File: config.mk
export PLATFORM = sky130hd
export DESIGN_NAME = sdrc_ctrl
export DESIGN_NICKNAME = d
export VERILOG_FILES = /design/src/common/sdrc_pkg.sv /design/src/hdl/sdrc_ctrl.sv /design/src/hdl/sdrc_sync.sv
export SDC_FILE = /design/constraint.sdc
export NUM_CORES = 1
export LEC_CHECK = 0
export ABC_AREA = 1
export BUFFER_PORTS_ARGS = -buffer_cell sky130_fd_sc_hd__buf_4
export CORE_MARGIN = 2
export CORE_UTILIZATION = 30
export CTS_BUF_LIST = sky130_fd_sc_hd__clkbuf_8 sky130_fd_sc_hd__clkbuf_16
export DETAILED_ROUTE_END_ITERATION = 7
export GPL_TIMING_DRIVEN = 0
export SLEW_MARGIN = 20
export SYNTH_ARGS = -nofsm -noshare
export SYNTH_HDL_FRONTEND = slang
export SYNTH_SLANG_ARGS = --single-unit
File: constraint.sdc
create_clock -name clock -period 4.5 [get_ports clock]
set_clock_uncertainty 0.05 [all_clocks]
set_input_delay 0.225 -clock clock [delete_from_list [all_inputs] [get_ports clock]]
set_output_delay 0.225 -clock clock [all_outputs]
set_load 0.02 [all_outputs]
File: src/common/sdrc_pkg.sv
// ****************************************************************
// sampling delay and ramp control: shared constants and types
// ****************************************************************
package sdrc_pkg;

	// ************************************************************
	// widths and counts
	// ************************************************************
	localparam int DELAY_W = 8; // 256 selectable values per delay
	localparam int RAMP_WINDOW = 256; // device clock cycles per window
	localparam int SLOW_STEPS = 1; // coarse steps per window, slow
	localparam int FAST_STEPS = 4; // coarse steps per window, fast
	localparam int TIMER_W = 8;
	// cycles between two coarse steps, stored as last timer value
	localparam logic [TIMER_W-1:0] SLOW_LAST =
		TIMER_W'(RAMP_WINDOW / SLOW_STEPS - 1);
	localparam logic [TIMER_W-1:0] FAST_LAST =
		TIMER_W'(RAMP_WINDOW / FAST_STEPS - 1);
	localparam int SYNC_STAGES = 3; // pin synchroniser depth

	// ************************************************************
	// values after reset
	// ************************************************************
	localparam logic [DELAY_W-1:0] COARSE_RST = 8'h00;
	localparam logic [DELAY_W-1:0] FINE_RST = 8'h00;
	localparam logic INV_RST = 1'b0;
	localparam logic [TIMER_W-1:0] TIMER_RST = 8'h00;

	// ************************************************************
	// types
	// ************************************************************
	// link mode: dual-channel samples rising edge only
	typedef enum logic {
		SDRC_MODE_DUAL = 1'b0,
		SDRC_MODE_SINGLE = 1'b1
	} sdrc_mode_t;

	// ramp rate select
	typedef enum logic {
		SDRC_RATE_SLOW = 1'b0,
		SDRC_RATE_FAST = 1'b1
	} sdrc_rate_t;

	// ramp state, gray coded
	typedef enum logic [1:0] {
		SDRC_ST_IDLE = 2'b00,
		SDRC_ST_RAMP = 2'b01
	} sdrc_state_t;

	// the aperture delay actually applied to the internal clocks
	typedef struct packed {
		logic inv;
		logic [DELAY_W-1:0] coarse;
		logic [DELAY_W-1:0] fine;
	} sdrc_delay_t;

	// edge enables handed to the sampling and digital paths
	typedef struct packed {
		logic rise_en;
		logic fall_en;
		logic proc_en;
	} sdrc_edges_t;

endpackage : sdrc_pkg

File: src/hdl/sdrc_ctrl.sv
`timescale 1ns/1ps

// ****************************************************************
// sampling edge select, aperture delay and coarse ramp control
// ****************************************************************
module sdrc_ctrl (
	input wire logic clock, // device clock, 100 MHz
	input wire logic rst, // synchronous reset, high
	input wire logic clk_en, // freezes all state but the update and capture pulses while low
	input wire logic link_mode_select, // 0 dual-channel, 1 single
	input wire logic clock_invert_delay, // invert device clock
	input wire logic [7:0] coarse_delay_setting, // coarse target
	input wire logic coarse_wr, // one-cycle write of coarse value
	input wire logic [7:0] fine_delay_setting, // fine delay value
	input wire logic ramp_enable_bit, // ramp coarse writes
	input wire logic ramp_step_rate, // 0 slow, 1 fast
	input wire logic sysref_pin, // system reference, asynchronous
	output sdrc_pkg::sdrc_edges_t edges, // sampling edge enables
	output sdrc_pkg::sdrc_delay_t applied_delay, // delay in force
	output logic [7:0] coarse_target, // last written coarse value
	output logic ramp_busy, // ramp still moving
	output logic delay_update, // pulse: applied delay changed
	output logic sysref_capture, // pulse: reference edge taken
	output logic sysref_level // filtered reference level
);

	// ************************************************************
	// state
	// ************************************************************
	typedef struct packed {
		sdrc_pkg::sdrc_state_t state;
		sdrc_pkg::sdrc_delay_t cur;
		logic [sdrc_pkg::DELAY_W-1:0] target;
		logic [sdrc_pkg::TIMER_W-1:0] timer;
		sdrc_pkg::sdrc_edges_t edges;
		logic update;
		logic capture;
	} sdrc_ctrl_st_t;

	sdrc_ctrl_st_t st_reg;
	sdrc_ctrl_st_t st_next;
	logic ref_rise;
	logic ref_level;

	// last timer value before the next coarse step
	function automatic logic [sdrc_pkg::TIMER_W-1:0] step_last(
		input logic rate
	);
		if (rate == sdrc_pkg::SDRC_RATE_FAST) begin
			return sdrc_pkg::FAST_LAST;
		end
		return sdrc_pkg::SLOW_LAST;
	endfunction : step_last

	// one coarse step toward the target, never past it
	function automatic logic [sdrc_pkg::DELAY_W-1:0] step_toward(
		input logic [sdrc_pkg::DELAY_W-1:0] cur,
		input logic [sdrc_pkg::DELAY_W-1:0] tgt
	);
		if (tgt > cur) begin
			return sdrc_pkg::DELAY_W'(cur + 1'b1);
		end
		if (tgt < cur) begin
			return sdrc_pkg::DELAY_W'(cur - 1'b1);
		end
		return cur;
	endfunction : step_toward

	// ************************************************************
	// reference input
	// ************************************************************
	// the pin is foreign to the clock, so it is filtered first
	sdrc_sync u_ref_sync (
		.clock(clock),
		.rst(rst),
		.clk_en(clk_en),
		.pin_in(sysref_pin),
		.level_out(ref_level),
		.rise_out(ref_rise)
	);

	// ************************************************************
	// next state
	// ************************************************************
	always_comb begin
		st_next = st_reg;
		st_next.update = 1'b0;
		st_next.capture = 1'b0;
		if (clk_en) begin
			// rising edge always samples; both edges in single mode
			st_next.edges.rise_en = 1'b1;
			st_next.edges.fall_en =
				(link_mode_select == sdrc_pkg::SDRC_MODE_SINGLE);
			st_next.edges.proc_en = 1'b1;
			// reference taken on the rising edge after the filter
			st_next.capture = ref_rise;
			// inversion and fine act on their own, at any time
			st_next.cur.inv = clock_invert_delay;
			st_next.cur.fine = fine_delay_setting;
			case (st_reg.state)
				sdrc_pkg::SDRC_ST_IDLE: begin
					st_next.timer = sdrc_pkg::TIMER_RST;
				end
				sdrc_pkg::SDRC_ST_RAMP: begin
					if (st_reg.cur.coarse == st_reg.target) begin
						st_next.state = sdrc_pkg::SDRC_ST_IDLE;
						st_next.timer = sdrc_pkg::TIMER_RST;
					end else if (st_reg.timer == step_last(ramp_step_rate)) begin
						// one step per interval keeps clock glitches small
						st_next.cur.coarse =
							step_toward(st_reg.cur.coarse, st_reg.target);
						st_next.timer = sdrc_pkg::TIMER_RST;
					end else begin
						st_next.timer =
							sdrc_pkg::TIMER_W'(st_reg.timer + 1'b1);
					end
				end
				default: begin
					st_next.state = sdrc_pkg::SDRC_ST_IDLE;
					st_next.timer = sdrc_pkg::TIMER_RST;
				end
			endcase
			// a new write wins over any ramp in progress
			if (coarse_wr) begin
				st_next.target = coarse_delay_setting;
				st_next.timer = sdrc_pkg::TIMER_RST;
				if (ramp_enable_bit) begin
					st_next.state = sdrc_pkg::SDRC_ST_RAMP;
					st_next.cur.coarse = st_reg.cur.coarse;
				end else begin
					st_next.state = sdrc_pkg::SDRC_ST_IDLE;
					st_next.cur.coarse = coarse_delay_setting;
				end
			end
			// live changes are taken; the pulse warns the link side
			st_next.update = (st_next.cur != st_reg.cur);
		end
	end

	// ************************************************************
	// registers
	// ************************************************************
	always_ff @(posedge clock) begin
		if (rst) begin
			st_reg.state <= sdrc_pkg::SDRC_ST_IDLE;
			st_reg.cur.inv <= sdrc_pkg::INV_RST;
			st_reg.cur.coarse <= sdrc_pkg::COARSE_RST;
			st_reg.cur.fine <= sdrc_pkg::FINE_RST;
			st_reg.target <= sdrc_pkg::COARSE_RST;
			st_reg.timer <= sdrc_pkg::TIMER_RST;
			st_reg.edges <= '0;
			st_reg.update <= 1'b0;
			st_reg.capture <= 1'b0;
		end else begin
			st_reg <= st_next;
		end
	end

	// ************************************************************
	// outputs
	// ************************************************************
	// all three delays travel together to every internal clock
	assign applied_delay = st_reg.cur;
	assign edges = st_reg.edges;
	assign coarse_target = st_reg.target;
	assign ramp_busy = (st_reg.state == sdrc_pkg::SDRC_ST_RAMP);
	assign delay_update = st_reg.update;
	assign sysref_capture = st_reg.capture;
	assign sysref_level = ref_level;
endmodule : sdrc_ctrl

File: src/hdl/sdrc_sync.sv
`timescale 1ns/1ps
// ****************************************************************
// three-stage pin synchroniser with agreement filter
// ****************************************************************
module sdrc_sync (
	input wire logic clock, // device clock
	input wire logic rst, // synchronous reset, high
	input wire logic clk_en, // freezes all state but the rise pulse while low
	input wire logic pin_in, // asynchronous pin level
	output logic level_out, // filtered level
	output logic rise_out // one-cycle pulse on accepted rise
);

	typedef struct packed {
		logic [sdrc_pkg::SYNC_STAGES-1:0] stage;
		logic level;
		logic rise;
	} sdrc_sync_st_t;

	sdrc_sync_st_t st_reg;
	sdrc_sync_st_t st_next;

	// ************************************************************
	// next state
	// ************************************************************
	// first stage feeds only the second; level moves when 2 and 3 agree
	always_comb begin
		st_next = st_reg;
		st_next.rise = 1'b0;
		if (clk_en) begin
			st_next.stage = {st_reg.stage[1:0], pin_in};
			if (st_reg.stage[1] == st_reg.stage[2]) begin
				st_next.level = st_reg.stage[2];
				st_next.rise = st_reg.stage[2] & ~st_reg.level;
			end
		end
	end

	// ************************************************************
	// registers
	// ************************************************************
	always_ff @(posedge clock) begin
		if (rst) begin
			st_reg <= '0;
		end else begin
			st_reg <= st_next;
		end
	end

	assign level_out = st_reg.level;
	assign rise_out = st_reg.rise;

endmodule : sdrc_sync

==> results_dict.tcl, run 1 <==
set metrics [dict create \
    setup_viol 0 \
    yosys.area.top_type "sky130_fd_sc_hd__dfxtp_1" \
    clock_power_share 0.296 \
    worstSetupEndpointType "flip-flop" \
    finalMaxSlewViolations 0 \
    nets 544 \
    seqCellArea_um2 860.8 \
    power_per_cell_area_nw_per_um2 286.6 \
    synth_top_area_frac 0.2939 \
    postSynth.topFlopCell "sky130_fd_sc_hd__dfxtp_1" \
    chipHeight_um 102.8 \
    yosys_register_bits 43 \
    worstReg2RegEnd "delay_update$_SDFF_PP0_" \
    die_w_um 102.8 \
    routed_wire_length_per_instance_um 12.44 \
    port_buffers 56 \
    avgSynthCellArea_um2 6.582 \
    clock_sinks 43 \
    max_cap_viol_count 0 \
    p_sw_mw 0.3434 \
    detail_route.iter0.violations 100 \
    clock_latency_ps 300 \
    largest_register_ff_count 17 \
    max_clock_freq_mhz 345.5 \
    route.vias.total 2956 \
    dpl-instance-area_um2 3516 \
    final_cell_mix "sky130_fd_sc_hd__buf_4 (85), sky130_fd_sc_hd__nand2_1 (82), sky130_fd_sc_hd__nor2_1 (69)" \
    timing.critical_path.from "applied_delay[15]$_SDFFE_PP0P_" \
    antennaDiodeCount 0 \
    final_common_cell "sky130_fd_sc_hd__buf_4" \
    worst_setup_path_endpoint "delay_update$_SDFF_PP0_" \
    fill_cells 1066 \
    timing_hold_violations_final 0 \
    r2r.worst_path.cells 17 \
    area_of_the_die_um2 10570 \
    grt_antenna_before_repair 0 \
    area_of_the_mapped_netlist_um2 2929 \
    detail_route.first_pass.iterations 4 \
    layout-area-overhead-vs-synth_pct 23.88 \
    antenna_left 0 \
    cts_setup_buffers 0 \
    drive_gt1_frac 0.2358 \
    post-route-min-period_ps 2894 \
    hold_path.class "input port to flip-flop" \
    cts_inserted_buffers 5 \
    cellInternalPower_mw 0.6965 \
    globalplace.congestion 0.8841 \
    final_cell_count_no_fill 642 \
    power.sequential.fraction 0.405 \
    regToRegStartpoint "applied_delay[15]$_SDFFE_PP0P_" \
    rsz_0062_raised_after_global_routing "false" \
    irDropWorstVdd_mv 0.1289 \
    fin_setup_tns_ps 0 \
    globalRouteOverflowTotal 0 \
    max_slew_margin 0.6371 \
    setup.worst_path.class "flip-flop to flip-flop" \
    clock_tree.root_cell "sky130_fd_sc_hd__clkbuf_8" \
    grt_first_pass_wirelength_um 13310 \
    clockBufferDepth 2 \
    cts-hold-fix-buffers 0 \
    grt_max_degree 15 \
    post-route-drc-count 0 \
    clock_tree_from_tritoncts "done" \
    place_ws_ps 1602 \
    global_route.usage.total 0.1597 \
    hpwlAfterDp_um 6175 \
    synth.area.top_cells "sky130_fd_sc_hd__dfxtp_1 (29%), sky130_fd_sc_hd__nand2_1 (11%), sky130_fd_sc_hd__nor2_1 (8.8%)" \
    row_count 36 \
    worst_margin_slew_ps 544.3 \
    post_cts_resized 0 \
    pwr-share-comb 0.299 \
    sort_of_element_at_the_start_of_the_critical_path "flip-flop" \
    wl_um 7987 \
    power_switching_share 0.3302 \
    number_of_placed_cells_counting_well_taps 634 \
    final_std_cell_area_no_fill_um2 3628 \
    synth-seq-area-share 0.2939 \
    first_global_vias 2735 \
    synthArstFlopShare 0 \
    final_critical_path_setup_slack_ps 1606 \
    mappedNetlistNets 481 \
    p_leak_nw 1.742 \
    number_of_enable_flip_flop_cells_after_synthesis 0 \
    cp_data_arrival_time_ps 3040 \
    critical_path.max_fanout 10 \
    outcome "finished clean" \
    htree_num_levels 2 \
    period_share 0.6431 \
    clk_pin_slew_worst_paths_ps 90 \
    worst-endpoint-required_ps 4650 \
    top_level_pins 57 \
    synth_cells 445 \
    synth_warnings 0 \
    netlist-cell-type-count 38 \
    vias_per_cell 4.604 \
    core-area_um2 9639 \
    ff_to_ff_setup_slack_ps 1610 \
    initial_core_util 0.3039 \
    multi_input_comb_area_um2 1633 \
]
-- logic make-up after synthesis --
family / after synthesis / synth area share
buf+inv: 82 / 0.1486
fa+ha+maj: 11 / 0.04699
xor+xnor: 12 / 0.03588
compound gates: 83 / 0.1538
simple gates: 214 / 0.3208
flops: 43 / 0.2939
-- cell usage after synthesis, types with 3 or more instances --
cell type                   n
sky130_fd_sc_hd__nand4_1    4
sky130_fd_sc_hd__nand3_1   34
sky130_fd_sc_hd__nor3_1     4
sky130_fd_sc_hd__ha_1      11
sky130_fd_sc_hd__xnor2_1    4
sky130_fd_sc_hd__a21oi_1   27
sky130_fd_sc_hd__o211ai_1   5
sky130_fd_sc_hd__nand3b_1   3
sky130_fd_sc_hd__nand2_1   82
sky130_fd_sc_hd__dfxtp_1   43
sky130_fd_sc_hd__inv_1     32
sky130_fd_sc_hd__buf_4     29
sky130_fd_sc_hd__inv_2      4
sky130_fd_sc_hd__or2_2      3
sky130_fd_sc_hd__o21ai_0   41
sky130_fd_sc_hd__nand2_2    6
sky130_fd_sc_hd__xor2_1     8
sky130_fd_sc_hd__nor2_1    69
sky130_fd_sc_hd__a211oi_1   4
sky130_fd_sc_hd__clkbuf_1   9
-- worst max-delay path: stages, from the launching register on --
cell and delay, ps:
sky130_fd_sc_hd__dfxtp_1 440, sky130_fd_sc_hd__clkinv_1 300, sky130_fd_sc_hd__ha_1 390, sky130_fd_sc_hd__nand2_1 120, sky130_fd_sc_hd__nor2_1 70, sky130_fd_sc_hd__nor2_2 190
sky130_fd_sc_hd__nand2_2 150, sky130_fd_sc_hd__buf_6 170, sky130_fd_sc_hd__nand2_1 130, sky130_fd_sc_hd__nand2_1 70, sky130_fd_sc_hd__nand2_1 70, sky130_fd_sc_hd__nand2_1 50
sky130_fd_sc_hd__nand2_1 130, sky130_fd_sc_hd__nor2_1 60, sky130_fd_sc_hd__nor2_1 120, sky130_fd_sc_hd__nand3_1 80, sky130_fd_sc_hd__nor2_1 150, sky130_fd_sc_hd__nor2_1 60
-- worst min path at each step --
stage,from,to,cells after the start
2_1_floorplan,rst,edges[0]$_SDFFE_PP0P_,1
3_3_place_gp,u_ref_sync.rise_out$_SDFF_PP0_,sysref_capture$_SDFF_PP0_,2
3_5_place_dp,u_ref_sync.rise_out$_SDFF_PP0_,sysref_capture$_SDFF_PP0_,2
4_1_cts,sysref_pin,u_ref_sync.st_reg[2]$_SDFFE_PP0P_,3
5_1_grt,fine_delay_setting[5],applied_delay[5]$_SDFFE_PP0P_,3
6_report,sysref_pin,u_ref_sync.st_reg[2]$_SDFFE_PP0P_,3
-- cell type report --
type	count	share of cell area
buffer	43	0.07931
sequential	43	0.2372
timing repair buffer	56	0.1159
clock inverter	3	0.01207
inverter	39	0.04069
clock buffer	5	0.01897
tap	133	0.04586
multi-input combinational	320	0.4500
-- power by group through the flow --
| stage | Sequential (mW) | Combinational [mW] | Clock [mW] |
|---|---|---|---|
| 5_1_grt | 0.425 | 0.350 | 0.327 |
| 4_1_cts | 0.422 | 0.312 | 0.318 |
| 3_3_place_gp | 0.430 | 0.305 | 0 |
| 6_report | 0.421 | 0.311 | 0.308 |
| 3_5_place_dp | 0.430 | 0.310 | 0 |
| 2_1_floorplan | 0.426 | 0.216 | 0 |
-- layer usage --
metal | part of all wire | GRT usage | vias to the layer above
met5 | 0 | 0 | -
li1 | - | - | 1552
met1 | 0.42 | 0.1936 | 1336
met2 | 0.51 | 0.2896 | 58
met3 | 0.048 | 0.02712 | 10
met4 | 0.014 | 0.04656 | 0
-- through the flow --
step	hold WS [ps]	util	total power, mW
final	99.03	0.3764	1.040
after global placement	352.6	0.3647	0.7348
after CTS	94.57	0.3764	1.051
after detailed placement	350.0	0.3647	0.7409
after global routing	105.5	0.3764	1.101
after floorplan	247.4	-	0.6428
(Power assumes the default switching activity.)
==> inputs of run 2 (changes only) <==
Clock period 4.5 ns to 2.9 ns, I/O delays scaled along.
==> run 2 against run 1 <==
Hold slack worse by 79 ps. Clock power grew 56%. Via count is 1.9% higher. Total power increased by 57%. Sequential share of layout area down 0.32 points. Global-route usage unchanged. Clock-buffer cell count unchanged. Die area did not move. Maximum frequency is 8.4% higher. Sequential power increased by 56%. Setup slack lost 1400 ps.
==> results_dict.tcl, run 2 (synthesis gave the netlist of run 1 again) <==
set metrics [dict create \
    final_cell_count_no_fill 647 \
    p_leak_nw 1.769 \
    clockBufferDepth 2 \
    pwr-share-comb 0.305 \
    antennaDiodeCount 0 \
    cts_inserted_buffers 5 \
    top_level_pins 57 \
    number_of_placed_cells_counting_well_taps 634 \
    grt_antenna_before_repair 0 \
    layout-area-overhead-vs-synth_pct 26.31 \
    largest_register_ff_count 17 \
    routed_wire_length_per_instance_um 12.64 \
    max_cap_viol_count 0 \
    route.vias.total 3011 \
    core-area_um2 9639 \
    final.hold.worst_slack_ps 19.61 \
    p_sw_mw 0.5402 \
    die_w_um 102.8 \
    clk_pin_slew_worst_paths_ps 90 \
    outcome "finished clean" \
    sort_of_element_at_the_start_of_the_critical_path "flip-flop" \
    critPathSlowestCell "sky130_fd_sc_hd__dfxtp_1" \
    row_count 36 \
    htree_num_levels 2 \
    worst_setup_path_endpoint "delay_update$_SDFF_PP0_" \
    power_switching_share 0.3310 \
    vias_per_cell 4.654 \
    timing.critical_path.from "applied_delay[13]$_SDFFE_PP0P_" \
    rsz_0062_raised_after_global_routing "false" \
    ff_to_ff_setup_slack_ps 230 \
    fill_cells 1062 \
    globalRouteOverflowTotal 0 \
    clock_tree.root_cell "sky130_fd_sc_hd__clkbuf_8" \
    max_clock_freq_mhz 374.7 \
    worstSetupEndpointType "flip-flop" \
    regToRegStartpoint "applied_delay[13]$_SDFFE_PP0P_" \
    global_route.usage.total 0.1597 \
    critical-path-max-stage-delay_ps 360 \
    drive_gt1_frac 0.2646 \
    setup.worst_path.class "flip-flop to flip-flop" \
    irDropWorstVdd_mv 0.2000 \
    finalMaxSlewViolations 0 \
    first_global_vias 2735 \
    fin_setup_tns_ps 0 \
    clock_sinks 43 \
    setup_viol 0 \
    detail_route.iter0.violations 115 \
    r2r.worst_path.cells 18 \
    hold_path.class "input port to flip-flop" \
    port_buffers 56 \
    clock_power_share 0.293 \
    timing_hold_violations_final 0 \
    detail_route.first_pass.iterations 4 \
    hpwlAfterDp_um 6175 \
    cp_data_arrival_time_ps 2820 \
    chipHeight_um 102.8 \
    worst_margin_slew_ps 552.6 \
    grt_first_pass_wirelength_um 13310 \
    max_slew_margin 0.6316 \
    area_of_the_die_um2 10570 \
    cellInternalPower_mw 1.092 \
    power_per_cell_area_nw_per_um2 441.0 \
    clock_tree_from_tritoncts "done" \
    period_share 0.9202 \
    power.sequential.fraction 0.402 \
    clock_latency_ps 300 \
    nets 549 \
    critical_path.max_fanout 10 \
    final_common_cell "sky130_fd_sc_hd__buf_4" \
    grt_max_degree 15 \
    post-route-min-period_ps 2669 \
    worstReg2RegEnd "delay_update$_SDFF_PP0_" \
    final_cell_mix "sky130_fd_sc_hd__buf_4 (88), sky130_fd_sc_hd__nand2_1 (80), sky130_fd_sc_hd__nor2_1 (68)" \
    worst-endpoint-required_ps 3050 \
    cp_cell_sequence "buf_6 > clkinvlp_4 > ha_1 > a21oi_1 > nor2_1 > nor2_2 > nand2_2 > buf_6 > nand2_2 > nand2_1 > nand2_1 > nand2_1 > nand2_1 > nor2_1 > nor2_1 > nand3_1 > nor2_2 > nor2_1" \
    post-route-drc-count 0 \
    wl_um 8180 \
    initial_core_util 0.3039 \
    antenna_left 0 \
    globalplace.congestion 0.8841 \
]
run 2: layer usage:
metal,track usage,up-vias,share of wire
met3,0.02712,8,0.046
li1,-,1564,-
met5,0,-,0
met2,0.2896,61,0.52
met4,0.04656,0,0.0099
met1,0.1936,1378,0.43
run 2: area by class of cell:
cell class	instances	area [um^2]	share of cell area
clock inverters	3	43.79	0.01184
repair buffers	61	455.4	0.1231
flip-flops and latches	43	865.8	0.2340
multi-input cells	320	1649	0.4457
plain buffers	43	297.8	0.08049
inverters	39	152.6	0.04126
clock buffers	5	68.82	0.01860
well taps	133	166.4	0.04498
run 2: critical path: cells and delay by family, from the launching register on:
| kind | cells | cell delay (ps) |
|---|---|---|
| flops | 1 | 360 |
| buf+inv | 3 | 440 |
| compound gates | 1 | 130 |
| fa+ha+maj | 1 | 320 |
| simple gates | 13 | 1260 |
run 2: worst min path at each step:
stage	depth (start not counted)	to	slack (ps)	from
floorplan	1	edges[0]$_SDFFE_PP0P_	170	rst
global placement	3	edges[1]$_SDFFE_PP0P_	320	link_mode_select
detailed placement	3	edges[1]$_SDFFE_PP0P_	330	link_mode_select
CTS	3	u_ref_sync.st_reg[2]$_SDFFE_PP0P_	10	sysref_pin
global route	2	applied_delay[15]$_SDFFE_PP0P_	20	rst
finish	3	u_ref_sync.st_reg[2]$_SDFFE_PP0P_	20	sysref_pin
run 2: timing repair:
item,in CTS,in global routing
gates cloned,0,1
hold buffers,0,0
endpoints found under the setup margin,1,1
setup buffers,0,4
pin swaps,0,1
resized for setup,1,16
run 2: power groups by stage:
stage	sequential (mW)	combinational, mW	clock, mW
global route	0.661	0.557	0.507
CTS	0.654	0.484	0.493
detailed placement	0.668	0.482	0
global placement	0.667	0.473	0
finish	0.656	0.497	0.479
floorplan	0.661	0.336	0
run 2: stage by stage:
stage	instance area, um^2	power, mW	util	setup WS (ps)
CTS	3630	1.632	0.3766	62.86
floorplan	2929	0.9974	-	617.1
finish	3700	1.632	0.3838	231.3
global route	3700	1.725	0.3838	2.109
detailed placement	3516	1.150	0.3647	2.405
global placement	3516	1.140	0.3647	14.52
